`src/logic/scrc_cfg.svh`:
```
// Offsets, field positions, reset values and timing counts of the
// clock-source controller. Assumes a 50 MHz core clock.
`ifndef SCRC_CFG_SVH
`define SCRC_CFG_SVH

`define SCRC_CLK_MHZ       50
`define SCRC_LPRC_CAL_US   2000
`define SCRC_ABORT_US      130
`define SCRC_HFRC_CAL_US   60
`define SCRC_LPRC_CAL_CYC  (`SCRC_LPRC_CAL_US * `SCRC_CLK_MHZ)
`define SCRC_ABORT_CYC     (`SCRC_ABORT_US * `SCRC_CLK_MHZ)
`define SCRC_HFRC_CAL_CYC  (`SCRC_HFRC_CAL_US * `SCRC_CLK_MHZ)

`define SCRC_OFS_CLK_CTRL  12'h000
`define SCRC_OFS_SLEEP     12'h004
`define SCRC_OFS_CAL_STAT  12'h008

`define SCRC_B_OSC32K      7
`define SCRC_B_OSC         6
`define SCRC_B_XSTB        6
`define SCRC_B_HSTB        5
`define SCRC_B_PD          2

`define SCRC_RST_OSC32K    1'b1
`define SCRC_RST_OSC       1'b1
`define SCRC_RST_PD        1'b1
`define SCRC_RST_DIV       3'h1
`define SCRC_RST_MODE      2'h0

`define SCRC_LPRC_DIV_STD  11'd750
`define SCRC_LPRC_DIV_HS48 11'd1500

`endif

```
`src/logic/scrc_pkg.sv`:
```
// Types of the clock-source controller.
// Assumes scrc_cfg.svh for all numeric constants.
`default_nettype none
package scrc_pkg;

	typedef enum logic [1:0] {
		SEQ_RUN    = 2'b00,
		SEQ_SWITCH = 2'b01,
		SEQ_SLEEP  = 2'b10,
		SEQ_ASLEEP = 2'b11
	} scrc_seq_t;

	typedef struct packed {
		scrc_seq_t   seq;
		logic        req_osc;
		logic        cur_osc;
		logic        osc32k;
		logic        pd;
		logic        pd_pend;
		logic [2:0]  div;
		logic [1:0]  mode;
		logic [1:0]  sleep_level;
		logic        sleep_pulse;
		logic        hfrc_trim_cal;
		logic        hfrc_cal_pend;
		logic        lprc_init;
		logic [31:0] prdata;
	} scrc_state_t;

endpackage
`default_nettype wire

```
`src/logic/scrc_cal_if.sv`:
```
// Link between the controller and its calibration timer.
// Assumes both ends run on the same clock.
`timescale 1ns/1ps
`default_nettype none
interface scrc_cal_if;
	logic clk_en;
	logic hfrc_start;
	logic lprc_start;
	logic lprc_abort;
	logic hfrc_busy;
	logic lprc_busy;
	logic hfrc_done;
	logic lprc_done;

	modport ctrl (
		output clk_en, hfrc_start, lprc_start, lprc_abort,
		input  hfrc_busy, lprc_busy, hfrc_done, lprc_done
	);
	modport timer (
		input  clk_en, hfrc_start, lprc_start, lprc_abort,
		output hfrc_busy, lprc_busy, hfrc_done, lprc_done
	);
endinterface
`default_nettype wire

```
`src/logic/scrc_top.sv`:
```
// System clock source selection and RC oscillator calibration control.
// Assumes oscillator ready inputs synchronous to CORE_CLK, APB master.
//
// The register offsets and register access over APB were decided locally.
`timescale 1ns/1ps
`default_nettype none
`include "scrc_cfg.svh"

// Functional notes
// - Select bit 0 picks crystal, 1 RC
// - Switch only once new source is stable
// - Crystal-to-RC switch may wait for calibration
// - Power-down bit stops the unselected fast oscillator
// - Toggling select clears power-down bit
// - Selecting crystal starts one fast RC calibration
// - Calibration blocks RC switch, RC power-down, sleep
// - Keep calibrated value; power-down stops fast RC
// - Recalibrate fast RC after sleep on crystal
// - Deep sleep wake restores default RC trim
// - Slow RC target is crystal over 750/1500
// - Slow RC calibrates only with stable crystal
// - Reset selects slow RC; slow oscillators exclusive
// - Slow RC calibrates continuously on crystal
// - Non-initial calibration aborts on switch or sleep
// - Initial calibration finishes before switch or sleep
// - Later requests abort after 130 us delay
// - Fast RC stable flag reads at bit 5
module scrc_top
	import scrc_pkg::*;
#(
	parameter int   LPRC_CAL_CYCLES = `SCRC_LPRC_CAL_CYC,
	parameter int   ABORT_CYCLES    = `SCRC_ABORT_CYC,
	parameter bit   HS48_VARIANT    = 1'b0
) (
	// Clock, reset, enable
	input  wire logic        CORE_CLK,
	input  wire logic        ARST_N,
	input  wire logic        CLK_EN,
	// APB slave
	input  wire logic        PSEL,
	input  wire logic        PENABLE,
	input  wire logic        PWRITE,
	input  wire logic [11:0] PADDR,
	input  wire logic [31:0] PWDATA,
	output logic [31:0]      PRDATA,
	output logic             PREADY,
	output logic             PSLVERR,
	// Oscillator status
	input  wire logic        XOSC_READY,
	input  wire logic        HFRC_READY,
	// Oscillator control
	output logic             XOSC_PWR_EN,
	output logic             HFRC_PWR_EN,
	output logic             SYS_CLK_SEL,
	output logic             HFRC_USE_CAL,
	output logic             HFRC_CAL_RUN,
	output logic             LPRC_CAL_RUN,
	output logic             LPRC_EN,
	output logic             SLOW_XTAL_EN,
	output logic [10:0]      LPRC_CAL_DIVISOR,
	output logic [2:0]       SYS_CLK_DIV,
	// Power mode handshake
	output logic             SLEEP_ENTER,
	output logic [1:0]       SLEEP_LEVEL,
	input  wire logic        WAKE
);
	localparam scrc_state_t ST_RST = '{
		seq: SEQ_RUN, req_osc: `SCRC_RST_OSC, cur_osc: `SCRC_RST_OSC,
		osc32k: `SCRC_RST_OSC32K, pd: `SCRC_RST_PD, pd_pend: 1'b0,
		div: `SCRC_RST_DIV, mode: `SCRC_RST_MODE, sleep_level: 2'h0,
		sleep_pulse: 1'b0, hfrc_trim_cal: 1'b0, hfrc_cal_pend: 1'b0,
		lprc_init: 1'b0, prdata: 32'h0000_0000
	};

	scrc_state_t st;
	scrc_state_t next_st;
	scrc_cal_if  cal ();

	logic xosc_pwr;
	logic hfrc_pwr;
	logic xstb;
	logic hstb;
	logic cal_any;
	logic apb_setup;
	logic apb_wr;
	logic addr_ok;

	scrc_cal_timer #(
		.CW        (17),
		.HFRC_CYC  (`SCRC_HFRC_CAL_CYC),
		.LPRC_CYC  (LPRC_CAL_CYCLES),
		.ABORT_CYC (ABORT_CYCLES)
	) i_scrc_cal_timer (
		.CORE_CLK (CORE_CLK),
		.ARST_N   (ARST_N),
		.cal      (cal)
	);

	// Unselected oscillator off only when power-down set and no change
	assign xosc_pwr = !st.cur_osc || !st.req_osc || !st.pd;
	assign hfrc_pwr = st.cur_osc || st.req_osc || !st.pd
		|| cal.hfrc_busy;
	assign xstb = xosc_pwr && XOSC_READY;
	assign hstb = hfrc_pwr && HFRC_READY;
	assign cal_any = cal.hfrc_busy || cal.lprc_busy;
	assign apb_setup = PSEL && !PENABLE;
	assign apb_wr = PSEL && PENABLE && PWRITE;
	assign addr_ok = PADDR == `SCRC_OFS_CLK_CTRL
		|| PADDR == `SCRC_OFS_SLEEP || PADDR == `SCRC_OFS_CAL_STAT;
	assign cal.clk_en = CLK_EN;

	always_comb
	begin
		next_st = st;
		next_st.sleep_pulse = 1'b0;
		cal.hfrc_start = 1'b0;
		cal.lprc_start = 1'b0;
		cal.lprc_abort = 1'b0;
		if (cal.hfrc_done)
			next_st.hfrc_trim_cal = 1'b1;
		if (cal.lprc_done)
			next_st.lprc_init = 1'b0;
		// Deferred power-down lands when calibration ends
		if (st.pd_pend && !cal_any)
		begin
			next_st.pd = 1'b1;
			next_st.pd_pend = 1'b0;
		end
		case (st.seq)
			SEQ_SWITCH:
			begin
				if (!st.req_osc)
				begin
					if (xstb)
					begin
						next_st.cur_osc = 1'b0;
						next_st.seq = SEQ_RUN;
						next_st.hfrc_cal_pend = 1'b0;
						cal.hfrc_start = 1'b1;
						if (st.osc32k)
						begin
							cal.lprc_start = 1'b1;
							next_st.lprc_init = 1'b1;
						end
					end
				end
				else if (cal.lprc_busy && !st.lprc_init)
					cal.lprc_abort = 1'b1;
				else if (!cal_any && hstb)
				begin
					next_st.cur_osc = 1'b1;
					next_st.seq = SEQ_RUN;
				end
			end
			SEQ_SLEEP:
			begin
				if (cal.lprc_busy && !st.lprc_init && !cal.hfrc_busy)
					cal.lprc_abort = 1'b1;
				else if (!cal_any)
				begin
					next_st.sleep_pulse = 1'b1;
					next_st.sleep_level = st.mode;
					next_st.mode = 2'h0;
					next_st.seq = SEQ_ASLEEP;
				end
			end
			SEQ_ASLEEP:
			begin
				if (WAKE)
				begin
					next_st.seq = SEQ_RUN;
					if (st.sleep_level[1])
						next_st.hfrc_trim_cal = 1'b0;
					if (!st.cur_osc)
						next_st.hfrc_cal_pend = 1'b1;
				end
			end
			SEQ_RUN:
			begin
				// Post-sleep recalibration waits for a stable crystal
				if (st.hfrc_cal_pend && !st.cur_osc && xstb)
				begin
					cal.hfrc_start = 1'b1;
					next_st.hfrc_cal_pend = 1'b0;
					if (st.osc32k && !cal.lprc_busy)
						cal.lprc_start = 1'b1;
				end
				else if (cal.lprc_done && !st.cur_osc && st.osc32k
					&& xstb)
					cal.lprc_start = 1'b1;
			end
			default:
				next_st.seq = SEQ_RUN;
		endcase
		// Register reads are captured in the setup phase
		if (apb_setup)
		begin
			case (PADDR)
				`SCRC_OFS_CLK_CTRL:
					next_st.prdata = {24'h000000, st.osc32k, st.cur_osc,
						3'h0, st.div};
				`SCRC_OFS_SLEEP:
					next_st.prdata = {25'h0000000, xstb, hstb, 2'h0,
						st.pd, st.mode};
				`SCRC_OFS_CAL_STAT:
					next_st.prdata = {27'h0000000, st.lprc_init,
						st.hfrc_trim_cal, st.seq != SEQ_RUN,
						cal.lprc_busy, cal.hfrc_busy};
				default:
					next_st.prdata = 32'h0000_0000;
			endcase
		end
		if (apb_wr && PADDR == `SCRC_OFS_CLK_CTRL)
		begin
			next_st.div = PWDATA[2:0];
			// Slow source is frozen while the crystal clocks the system
			if (st.cur_osc)
				next_st.osc32k = PWDATA[`SCRC_B_OSC32K];
			// New selections are ignored while a change is pending
			if (st.seq == SEQ_RUN && PWDATA[`SCRC_B_OSC] != st.req_osc)
			begin
				next_st.req_osc = PWDATA[`SCRC_B_OSC];
				next_st.seq = SEQ_SWITCH;
				next_st.pd = 1'b0;
				next_st.pd_pend = 1'b0;
			end
		end
		if (apb_wr && PADDR == `SCRC_OFS_SLEEP)
		begin
			if (!PWDATA[`SCRC_B_PD])
			begin
				next_st.pd = 1'b0;
				next_st.pd_pend = 1'b0;
			end
			else if (cal_any)
				next_st.pd_pend = 1'b1;
			else
				next_st.pd = 1'b1;
			if (st.seq == SEQ_RUN && PWDATA[1:0] != 2'h0)
			begin
				next_st.mode = PWDATA[1:0];
				next_st.seq = SEQ_SLEEP;
			end
		end
	end

	always_ff @(posedge CORE_CLK or negedge ARST_N)
	begin
		if (!ARST_N)
			st <= ST_RST;
		else if (CLK_EN)
			st <= next_st;
	end

	assign PRDATA = st.prdata;
	assign PREADY = 1'b1;
	assign PSLVERR = PSEL && PENABLE && !addr_ok;
	assign XOSC_PWR_EN = xosc_pwr;
	assign HFRC_PWR_EN = hfrc_pwr;
	assign SYS_CLK_SEL = st.cur_osc;
	assign HFRC_USE_CAL = st.hfrc_trim_cal;
	assign HFRC_CAL_RUN = cal.hfrc_busy;
	assign LPRC_CAL_RUN = cal.lprc_busy;
	assign LPRC_EN = st.osc32k;
	assign SLOW_XTAL_EN = !st.osc32k;
	assign LPRC_CAL_DIVISOR = HS48_VARIANT ? `SCRC_LPRC_DIV_HS48
		: `SCRC_LPRC_DIV_STD;
	assign SYS_CLK_DIV = st.div;
	assign SLEEP_ENTER = st.sleep_pulse;
	assign SLEEP_LEVEL = st.sleep_level;
endmodule
`default_nettype wire

```
`src/logic/scrc_cal_timer.sv`:
```
// Calibration timer: fast RC run, slow RC run and its abort delay.
// Assumes start and abort strobes come from the controller's clock.
`timescale 1ns/1ps
`default_nettype none
module scrc_cal_timer #(
	parameter int CW          = 17,
	parameter int HFRC_CYC    = 3000,
	parameter int LPRC_CYC    = 100000,
	parameter int ABORT_CYC   = 6500
) (
	// Clock and reset
	input  wire logic CORE_CLK,
	input  wire logic ARST_N,
	// Controller side
	scrc_cal_if.timer cal
);
	typedef struct packed {
		logic          hfrc_on;
		logic          lprc_on;
		logic          aborting;
		logic          hfrc_done;
		logic          lprc_done;
		logic [CW-1:0] hfrc_cnt;
		logic [CW-1:0] lprc_cnt;
		logic [CW-1:0] abort_cnt;
	} scrc_tmr_t;

	localparam scrc_tmr_t TMR_RST = '0;

	scrc_tmr_t st;
	scrc_tmr_t next_st;

	function automatic logic [CW-1:0] dec(input logic [CW-1:0] v);
		dec = v - {{(CW-1){1'b0}}, 1'b1};
	endfunction

	always_comb
	begin
		next_st = st;
		next_st.hfrc_done = 1'b0;
		next_st.lprc_done = 1'b0;
		if (st.hfrc_on)
		begin
			next_st.hfrc_cnt = dec(st.hfrc_cnt);
			if (st.hfrc_cnt == '0)
			begin
				next_st.hfrc_on = 1'b0;
				next_st.hfrc_done = 1'b1;
			end
		end
		if (cal.hfrc_start)
		begin
			next_st.hfrc_on = 1'b1;
			next_st.hfrc_cnt = CW'(HFRC_CYC - 1);
		end
		if (st.lprc_on)
		begin
			next_st.lprc_cnt = dec(st.lprc_cnt);
			if (st.lprc_cnt == '0)
			begin
				next_st.lprc_on = 1'b0;
				next_st.aborting = 1'b0;
				next_st.lprc_done = 1'b1;
			end
			else if (st.aborting)
			begin
				// Abort lands only after the settle delay
				next_st.abort_cnt = dec(st.abort_cnt);
				if (st.abort_cnt == '0)
				begin
					next_st.lprc_on = 1'b0;
					next_st.aborting = 1'b0;
				end
			end
			else if (cal.lprc_abort)
			begin
				next_st.aborting = 1'b1;
				next_st.abort_cnt = CW'(ABORT_CYC - 1);
			end
		end
		if (cal.lprc_start)
		begin
			next_st.lprc_on = 1'b1;
			next_st.aborting = 1'b0;
			next_st.lprc_cnt = CW'(LPRC_CYC - 1);
		end
	end

	always_ff @(posedge CORE_CLK or negedge ARST_N)
	begin
		if (!ARST_N)
			st <= TMR_RST;
		else if (cal.clk_en)
			st <= next_st;
	end

	assign cal.hfrc_busy = st.hfrc_on;
	assign cal.lprc_busy = st.lprc_on;
	assign cal.hfrc_done = st.hfrc_done;
	assign cal.lprc_done = st.lprc_done;
endmodule
`default_nettype wire

```
`config.mk`:
```
export PLATFORM = sky130hd
export DESIGN_NAME = scrc_top
export DESIGN_NICKNAME = d
export VERILOG_FILES = /design/src/logic/scrc_pkg.sv /design/src/logic/scrc_cal_if.sv /design/src/logic/scrc_top.sv /design/src/logic/scrc_cal_timer.sv
export VERILOG_INCLUDE_DIRS = /design/src /design/src/logic
export SDC_FILE = /design/constraint.sdc
export NUM_CORES = 1
export LEC_CHECK = 0
export BUFFER_PORTS_ARGS = -buffer_cell sky130_fd_sc_hd__buf_2
export CAP_MARGIN = 40
export CORE_MARGIN = 3
export CORE_UTILIZATION = 40
export CTS_BUF_LIST = sky130_fd_sc_hd__clkbuf_16
export DETAILED_ROUTE_END_ITERATION = 10
export GPL_TIMING_DRIVEN = 0
export HOLD_SLACK_MARGIN = 0.12
export PLACE_DENSITY = 0.64
export SYNTH_ARGS = -nofsm -noshare
export SYNTH_HDL_FRONTEND = slang
export SYNTH_SLANG_ARGS = --single-unit
export TNS_END_PERCENT = 20
```
`constraint.sdc`:
```
create_clock -name CORE_CLK -period 5.43 [get_ports CORE_CLK]
set_input_delay 0.2715 -clock CORE_CLK [delete_from_list [all_inputs] [get_ports CORE_CLK]]
set_output_delay 0.2715 -clock CORE_CLK [all_outputs]
set_load 0.02 [all_outputs]
```
=== Word level (Yosys, flattened, before mapping) ===
Cells that the tools add are included.

* Bits in registers: 106
* Latch bits: 0
* Bits in writable memories: 0
* Memory bits (read-only): 0
* Input bits: 53
* Output and inout port bits: 59
* Memories: 0

* $add $sub $neg: 3
* Multiply operators: 0
* Div/mod/pow operators: 0
* Order comparisons: 0
* Equal/unequal tests: 13
* Shifts and indexed selects: 0
* Mux-type cells: 77
* Bitwise logic cells: 3
* Reductions and logical operators: 60

{| class="wikitable"
|+ Operators with widths
! operator !! number
|-
| $mux W17 || 6
|-
| $logic_not A17 Y1 || 3
|-
| $sub A17 B1 Y17 const B || 3
|-
| $mux W2 || 22
|-
| $mux W1 || 36
|-
| $mux W34 || 1
|-
| $pmux W8 S3 || 1
|-
| $logic_and A1 B1 Y1 || 20
|-
| $mux W5 || 4
|-
| $eq A12 B3 Y1 const B || 1
|-
| $eq A12 B4 Y1 const B || 1
|-
| $logic_not A12 Y1 || 1
|-
| $ne A2 B2 Y1 const B || 6
|-
| $reduce_bool A2 Y1 || 6
|-
| $logic_not A1 Y1 || 10
|-
| $logic_or A1 B1 Y1 || 8
|-
| $reduce_and A2 Y1 || 4
|-
| $reduce_and A4 Y1 || 2
|-
| $reduce_and A7 Y1 || 1
|-
| $mux W3 || 2
|-
| $pmux W1 S2 || 3
|-
| $pmux W2 S3 || 1
|-
| $reduce_and A3 Y1 || 2
|-
| $reduce_and A5 Y1 || 1
|-
| 8 further kinds || 11
|}

=== Longest topological paths before layout ===
Gate-level depths: netlist of the first run.

* Depth in word-level cells: 13
* Gate-level depth with buffers: 8
* Gate-level depth less buffers: 7

=== By module ===
Synthesis of the first run repeated with hierarchy kept, for this count alone.

* Cells, all modules: 547
* Area, all modules: 4927.2 um^2

{| class="wikitable"
|+ By module, submodules not included
! module !! instances !! cells an instance !! area an instance (um^2) !! seq. area each (um^2)
|-
| scrc_cal_timer || 1 || 334 || 2980.4 || 1401.3
|-
| scrc_top || 1 || 213 || 1946.9 || 656.9
|}

=== Least setup slack after synthesis of the first run ===
Ideal clock, no wire load.

* Path type: register to register
* From: register i_scrc_cal_timer.st[7] (netlist bit)
* To: register i_scrc_cal_timer.st[14] (netlist bit)
* Arrival: 2.203 ns
* Slack: 3.144 ns
* Cell stages (with the launch flop): 6
* Buffers on the path: 0
* Clock period less this slack: 2.286 ns
* Path through: dfrtp_1 -> or4_4 -> or3_4 -> or4_1 -> or4_1 -> o21ai_0

* Cells in the longest elaborated chain, start to end: 2

{| class="wikitable"
|+ Ends and longest elaborated chain
! item !! line !! source
|-
| from (decl) || scrc_cal_timer.sv:30 || <nowiki>scrc_tmr_t st;</nowiki>
|-
| from (signal assigned) || scrc_cal_timer.sv:94 || <nowiki>st <= next_st;</nowiki>
|-
| $sub A17 B1 Y17 || scrc_cal_timer.sv:34 || <nowiki>dec = v - {{(CW-1){1'b0}}, 1'b1};</nowiki>
|-
| $mux W17 || scrc_cal_timer.sv:65 || <nowiki>else if (st.aborting)</nowiki>
|}

Every way passes these cells.
A chain may end at the register's enable or synchronous reset.

=== Worst setup path in the final report of the first run ===
* From: register st[49] (netlist bit)
* To: register i_scrc_cal_timer.st[10] (netlist bit)

* Cells in the longest elaborated chain, start to end: 4
* Elaborated cells between the ends (all ways): 5

{| class="wikitable"
|+ Ends and longest elaborated chain
! item !! line !! source
|-
| from (decl) || scrc_top.sv:75 || <nowiki>scrc_state_t st;</nowiki>
|-
| from (signal assigned) || scrc_top.sv:252 || <nowiki>st <= next_st;</nowiki>
|-
| $eq A2 B2 Y1 / $eq A2 B1 Y1 (equally long branches) || scrc_top.sv:129 || <nowiki>case (st.seq)</nowiki>
|-
| $pmux W1 S2 * || scrc_top.sv:129 ||
|-
| $reduce_bool A2 Y1 (no source line) * || -- ||
|-
| $reduce_and A4 Y1 (no source line) * || -- ||
|}

Mark *: on every way between the ends. The rest lies on a longest branch, timed or not.

==> results_dict.tcl, run 1 <==
set metrics [dict create \
    run_status "completed" \
    fmax_mhz 362 \
    start_util 0.419 \
    nets 697 \
    routed_wl_um 11900 \
    gr-total-overflow 0 \
    p_int_mw 1.45 \
    antenna_left 0 \
    root_buffer "clkbuf_16" \
    drc 0 \
    ioPinCount 112 \
    drive_above_1_share 0.206 \
    dieArea_mm2 0.0136 \
    worstSetupStartpointType "flip-flop" \
    yosysWarningCount 0 \
    cts_tree "done" \
    multi_input_area_mm2 0.00244 \
    insertion_delay_ns 0.34 \
    p_switching_mw 0.769 \
    synthTopCellsByArea "dfrtp_1, buf_4, nand2_1, xnor2_1, o21ai_0" \
    grt_first_pass_wirelength_um 20200 \
    ff2ff_path_depth 8 \
    setup_violations 0 \
    num_vias 4210 \
    syn_to_final_growth_pct 18.2 \
    max_stage_delay_ns 0.45 \
    synth_area_mm2 0.00489 \
    cap_viol_max_count 0 \
    yosysTopAreaCellShare 0.394 \
    synthCells 542 \
    grt_pass1_vias 4136 \
    cp.required_ns 5.60 \
    ys.flop_type "dfrtp_1" \
    ys_seq_area_frac 0.421 \
    p_clk_frac 0.286 \
    worstPathArrival_ns 2.94 \
    antenna_found_initial 0 \
    powerDensity_mw_per_mm2 385 \
    skew_ns 0.0102 \
    synth_edf_count 0 \
    hp-class "input port to flip-flop" \
    syn_avg_cell_area_um2 9.02 \
    criticalPathCategory "flip-flop to flip-flop" \
    slew_viol_final 0 \
    hold_violations 0 \
    holdPathStages 2 \
    tightest_slew_ns 0.856 \
    synth_most_common_cell "dfrtp_1" \
    end_kind "flip-flop" \
    port_buffers 47 \
    startpoint "st[49]" \
    avgRoutedWirePerCell_um 15.2 \
    p_comb_frac 0.279 \
    sequential_cell_area_mm2 0.00206 \
    n_antenna_cell 0 \
    hpwl_um 8990 \
    die_w_um 117 \
    slew_headroom 0.424 \
    ys_types 55 \
    cp.depth 8 \
    htreeDepth 3 \
    clk_pin_slew_ns 0.06 \
    cts.sinks 82 \
    cp_max_fo 10 \
    period_share 0.509 \
    n_fill_cell 1101 \
    peakVddDrop_v 0.000299 \
    grt_max_degree 50 \
    cts-buffers-inserted 9 \
    setup_tns_ns 0 \
    rsz0062_at_grt "false" \
    p_sw_frac 0.346 \
    p_seq_frac 0.435 \
    ys_async_sr_fraction 1.00 \
    drtPass1Iterations 5 \
    finalPower_mw 2.22 \
    slowest_stage "a211oi_1" \
    core_area_mm2 0.0117 \
    die_h_um 117 \
    vias_per_cell 5.37 \
    worstHoldStart "PWDATA[7]" \
    synth_top_cells_by_count "dfrtp_1, nand2_1, buf_4, nor2_1, o21ai_0" \
    grt_use_total 0.186 \
    r2r-start "st[49]" \
    period_needed_ns 2.76 \
    cp_cell_sequence "inv_1 > ha_1 > nand2_1 > a211oi_1 > o21ai_0 > clkbuf_1 > o41ai_1 > a21oi_1" \
    first_iter_violations 185 \
    clock_tree.buffer_depth 2 \
    yosysTopAreaCell "dfrtp_1" \
    gp_congestion 0.927 \
    critical-path-top-delay-family "compound AO/OA/AOI/OAI gates" \
    ys_ff_latch 82 \
    num_rows 39 \
    path_buf_inv 2 \
    p_leak_nw 2.71 \
]
## cell type report
type,count,share of cell area
Multi-Input combinational cell,406,0.423
Sequential cell,82,0.356
Buffer,68,0.0762
Timing Repair Buffer,49,0.0476
Clock buffer,9,0.0390
Tap cell,143,0.0309
Clock inverter,7,0.0147
Inverter,20,0.0130
## state kept, by name, indices dropped and copies added (netlist names), 2 cells and up
name / count
st: 9
SYS_CLK_DIV: 3
PRDATA: 8
i_scrc_cal_timer.st: 52
SLEEP_LEVEL: 2
## worst reg2reg max path: cells and delay by family, from the launching register on
family / cells / cell delay [ns]
AND/OR/NAND/NOR: 1 / 0.12
buffers and inverters: 2 / 0.43
adder cells (fa/ha/maj): 1 / 0.32
flip-flops: 1 / 0.42
AO/OA/AOI/OAI: 4 / 1.32
## per-stage QoR
| stage | cell area (um2) | worst slack, ns | instances | util | hold WS (ns) |
|---|---|---|---|---|---|
| 6_report | 5780 | 2.67 | 784 | 0.496 | 0.187 |
| 5_1_grt | 5780 | 2.33 | 784 | 0.496 | 0.186 |
| 4_1_cts | 5780 | 2.71 | 784 | 0.496 | 0.176 |
| 3_5_place_dp | 5460 | 2.75 | 767 | 0.468 | 0.259 |
| 3_3_place_gp | 5430 | 2.84 | 766 | 0.466 | 0.466 |
| 2_1_floorplan | 5020 | 3.14 | 576 | - | -0.0241 |
## cell families (layout without fill, tap and decap cells)
family | count (synthesis) | in the layout | share of synthesized area
fa+ha+maj | 8 | 8 | 0.0205
mux | 10 | 10 | 0.0223
other cells | 2 | 36 | 0.00154
buf+inv | 88 | 153 | 0.105
flops | 82 | 82 | 0.421
xor+xnor | 26 | 26 | 0.0466
simple gates | 216 | 216 | 0.235
compound gates | 110 | 110 | 0.148
## cell usage in the layout, fill, tap and decap left out, types with 8 or more instances in the layout
master      n
xnor2_1    20
nor2b_1    11
nor2_1     37
a21oi_1    23
buf_2      47
or4_1      11
and3_1      8
conb_1     36
ha_1        8
nand2_1    51
clkbuf_1   18
dfrtp_1    77
o31ai_1    10
nand2b_1    8
clkbuf_16   9
or3_1      10
nor3_1     15
o21ai_0    32
inv_1      21
nor4_1     18
buf_4      50
nand3_1    18
nand4_1     8
## what timing repair did
item | in CTS | in global routing
gates resized for setup | 0 | 0
endpoints found under the setup margin | 0 | 0
setup buffers | 0 | 0
hold buffers | 1 | 0
endpoints found under the hold margin | 30 | 0
## worst paths after layout
kind / slack [ns] / endpoint
max in group asynchronous: 4.35 / LPRC_EN
min reg2reg: 0.48 / PRDATA[2]
min: 0.19 / LPRC_EN
max reg2reg: 2.67 / i_scrc_cal_timer.st[10]
max: 2.67 / i_scrc_cal_timer.st[10]
min in group asynchronous: 0.44 / PRDATA[0]
## routing by layer
metal / up-vias / part of all wire / global-route usage
met4: 0 / 0.013 / 0.0566
met5: - / 0 / 0
met1: 2007 / 0.46 / 0.256
li1: 2061 / - / -
met3: 15 / 0.053 / 0.0352
met2: 127 / 0.47 / 0.299
## power by group through the flow
stage	Combinational (mW)	Sequential (mW)	Clock, mW
3_3_place_gp	0.589	0.959	0
6_report	0.621	0.967	0.636
5_1_grt	0.710	0.996	0.674
2_1_floorplan	0.478	0.932	0
3_5_place_dp	0.615	0.972	0
4_1_cts	0.621	0.963	0.652
(Power assumes the default switching activity.)
==> run 2: changes to the inputs <==
==> constraint.sdc (replaced) <==
create_clock -name CORE_CLK -period 2.75 [get_ports CORE_CLK]
set_input_delay 0.1375 -clock CORE_CLK [delete_from_list [all_inputs] [get_ports CORE_CLK]]
set_output_delay 0.1375 -clock CORE_CLK [all_outputs]
set_load 0.02 [all_outputs]
==> run 2 against run 1 <==
Against the previous run: first-iteration DRC count grew 7.0%; final cell count grew 0.89%; die area is the same; core utilization grew 0.74 points; critical endpoint is now i_scrc_cal_timer.st[2]; via count grew 0.38%; sequential share of layout area shrank 0.52 points.
==> results_dict.tcl, run 2 (synthesis results as in run 1) <==
set metrics [dict create \
    hp-class "input port to flip-flop" \
    clock_tree.buffer_depth 2 \
    setup_violations 0 \
    use_met3 0.0352 \
    setup_tns_ns 0 \
    gr-max-usage-layer "met2" \
    startpoint "st[48]" \
    vias_per_cell 5.34 \
    antenna_found_initial 0 \
    htreeDepth 3 \
    cp_max_fo 10 \
    grt_first_pass_wirelength_um 20400 \
    cts-buffers-inserted 9 \
    ff2ff_path_depth 8 \
    gr-total-overflow 0 \
    worstPathArrival_ns 2.70 \
    largest_reg_flops 52 \
    slew_viol_final 0 \
    p_leak_nw 2.75 \
    final_cell_mix "dfrtp_1, nand2_1, buf_4" \
    clk_pin_slew_ns 0.06 \
    drive_above_1_share 0.211 \
    r2r-end "i_scrc_cal_timer.st[2]" \
    drc 0 \
    period_share 0.898 \
    fin_util 0.503 \
    dp_cells 767 \
    use_met1 0.257 \
    grt_pass1_vias 4187 \
    drtPass1Iterations 4 \
    num_rows 39 \
    core_area_mm2 0.0117 \
    setup.worst_path.end "i_scrc_cal_timer.st[2]" \
    period_needed_ns 2.47 \
    cts.sinks 82 \
    p_seq_frac 0.435 \
    syn_to_final_growth_pct 20.0 \
    avgRoutedWirePerCell_um 15.2 \
    hold_violations 0 \
    grt_max_degree 50 \
    powerDensity_mw_per_mm2 751 \
    peakVddDrop_v 0.000589 \
    antenna_left 0 \
    num_vias 4226 \
    max_stage_delay_ns 0.41 \
    port_buffers 47 \
    root_buffer "clkbuf_16" \
    stdcell_area_mm2 0.00587 \
    final_cells 791 \
    placed_area_mm2 0.00546 \
    nets 704 \
    cap_viol_max_count 0 \
    skew_ns 0.00996 \
    start_util 0.419 \
    die_h_um 117 \
    gp_congestion 0.927 \
    n_fill_cell 1097 \
    use_met2 0.304 \
    tightest_slew_ns 0.806 \
    run_status "completed" \
    top_register "i_scrc_cal_timer.st" \
    cp_cell_sequence "inv_1 > ha_1 > nand2b_1 > a211o_1 > a21oi_1 > clkbuf_2 > o21ai_0 > a22o_1" \
    ff2ff_setup_slack_ns 0.28 \
    cp.required_ns 2.98 \
    slowest_stage "dfrtp_1" \
    first_iter_violations 198 \
    fmax_mhz 405 \
    slew_headroom 0.456 \
    p_comb_frac 0.280 \
    p_sw_frac 0.346 \
    cts_tree "done" \
    n_antenna_cell 0 \
    p_clk_frac 0.285 \
    hpwl_um 8990 \
    die_w_um 117 \
    insertion_delay_ns 0.34 \
    p_switching_mw 1.53 \
    grt_use_total 0.188 \
    dieArea_mm2 0.0136 \
    ioPinCount 112 \
    routed_wl_um 12100 \
    finalPower_mw 4.41 \
    r2r-start "st[48]" \
    end_kind "flip-flop" \
    worstSetupStartpointType "flip-flop" \
    layout_commonest_cell "dfrtp_1" \
    criticalPathCategory "flip-flop to flip-flop" \
    p_int_mw 2.88 \
]
-- run 2: changes by cell type in the layout (fill, tap and decap cells not counted) --
cell	delta
o21ai_1	+2
a211oi_1	-1
clkbuf_2	+2
o21ai_0	-2
a211oi_2	+1
dlygate4sd3_1	+7
nor4_2	+1
ha_2	+1
nor4_1	-1
clkbuf_1	-2
ha_1	-1
-- run 2: worst min-delay path by stage --
stage | startpoint | endpoint | slack (ns) | cells past startpoint
after floorplan | ARST_N | HFRC_USE_CAL | -0.16 | 0
after global placement | PWDATA[7] | LPRC_EN | 0.40 | 2
after detailed placement | ARST_N | PRDATA[1] | 0.13 | 1
after CTS | PADDR[3] | st[48] | 0.21 | 4
after global routing | PADDR[3] | st[48] | 0.25 | 4
final | PADDR[3] | st[48] | 0.23 | 4
-- run 2: cell type report --
| cell class | count | area, um2 | area share |
|---|---|---|---|
| Multi-Input combinational cell | 406 | 2460 | 0.419 |
| Sequential cell | 82 | 2060 | 0.351 |
| Buffer | 68 | 443 | 0.0755 |
| Timing Repair Buffer | 56 | 345 | 0.0588 |
| Clock buffer | 9 | 225 | 0.0384 |
| Tap cell | 143 | 179 | 0.0305 |
| Clock inverter | 7 | 85.1 | 0.0145 |
| Inverter | 20 | 75.1 | 0.0128 |
-- run 2: power groups by stage --
stage	Combinational, mW	Clock [mW]	Sequential, mW
2_1_floorplan	0.944	0	1.84
3_3_place_gp	1.16	0	1.89
3_5_place_dp	1.21	0	1.92
4_1_cts	1.23	1.29	1.90
5_1_grt	1.41	1.33	1.97
6_report	1.24	1.25	1.92
-- run 2: metrics by stage --
| step | setup slack [ns] | hold slack, ns |
|---|---|---|
| floorplan | 0.464 | -0.158 |
| global placement | 0.165 | 0.398 |
| detailed placement | 0.0745 | 0.125 |
| CTS | 0.0291 | 0.213 |
| global route | -0.0101 | 0.249 |
| finish | 0.281 | 0.233 |
-- run 2: worst max-delay path, delay by kind of cell, from the launching register on --
family          cells  cell delay (ns)
fa+ha+maj           1             0.28
flops               1             0.41
buf+inv             2             0.47
simple gates        1             0.12
compound gates      4             1.10
-- run 2: layer usage --
metal	wire length, um	vias to the layer above
met5	0	-
met4	172	0
met3	551	16
met2	5720	99
met1	5610	2038
li1	-	2073
-- run 2: timing repair --
action / CTS / global route
setup endpoints to repair: 0 / 25
gates resized for setup: 0 / 9
hold buffers: 8 / 0
hold endpoints to repair: 42 / 0
buffers inserted: 0 / 0
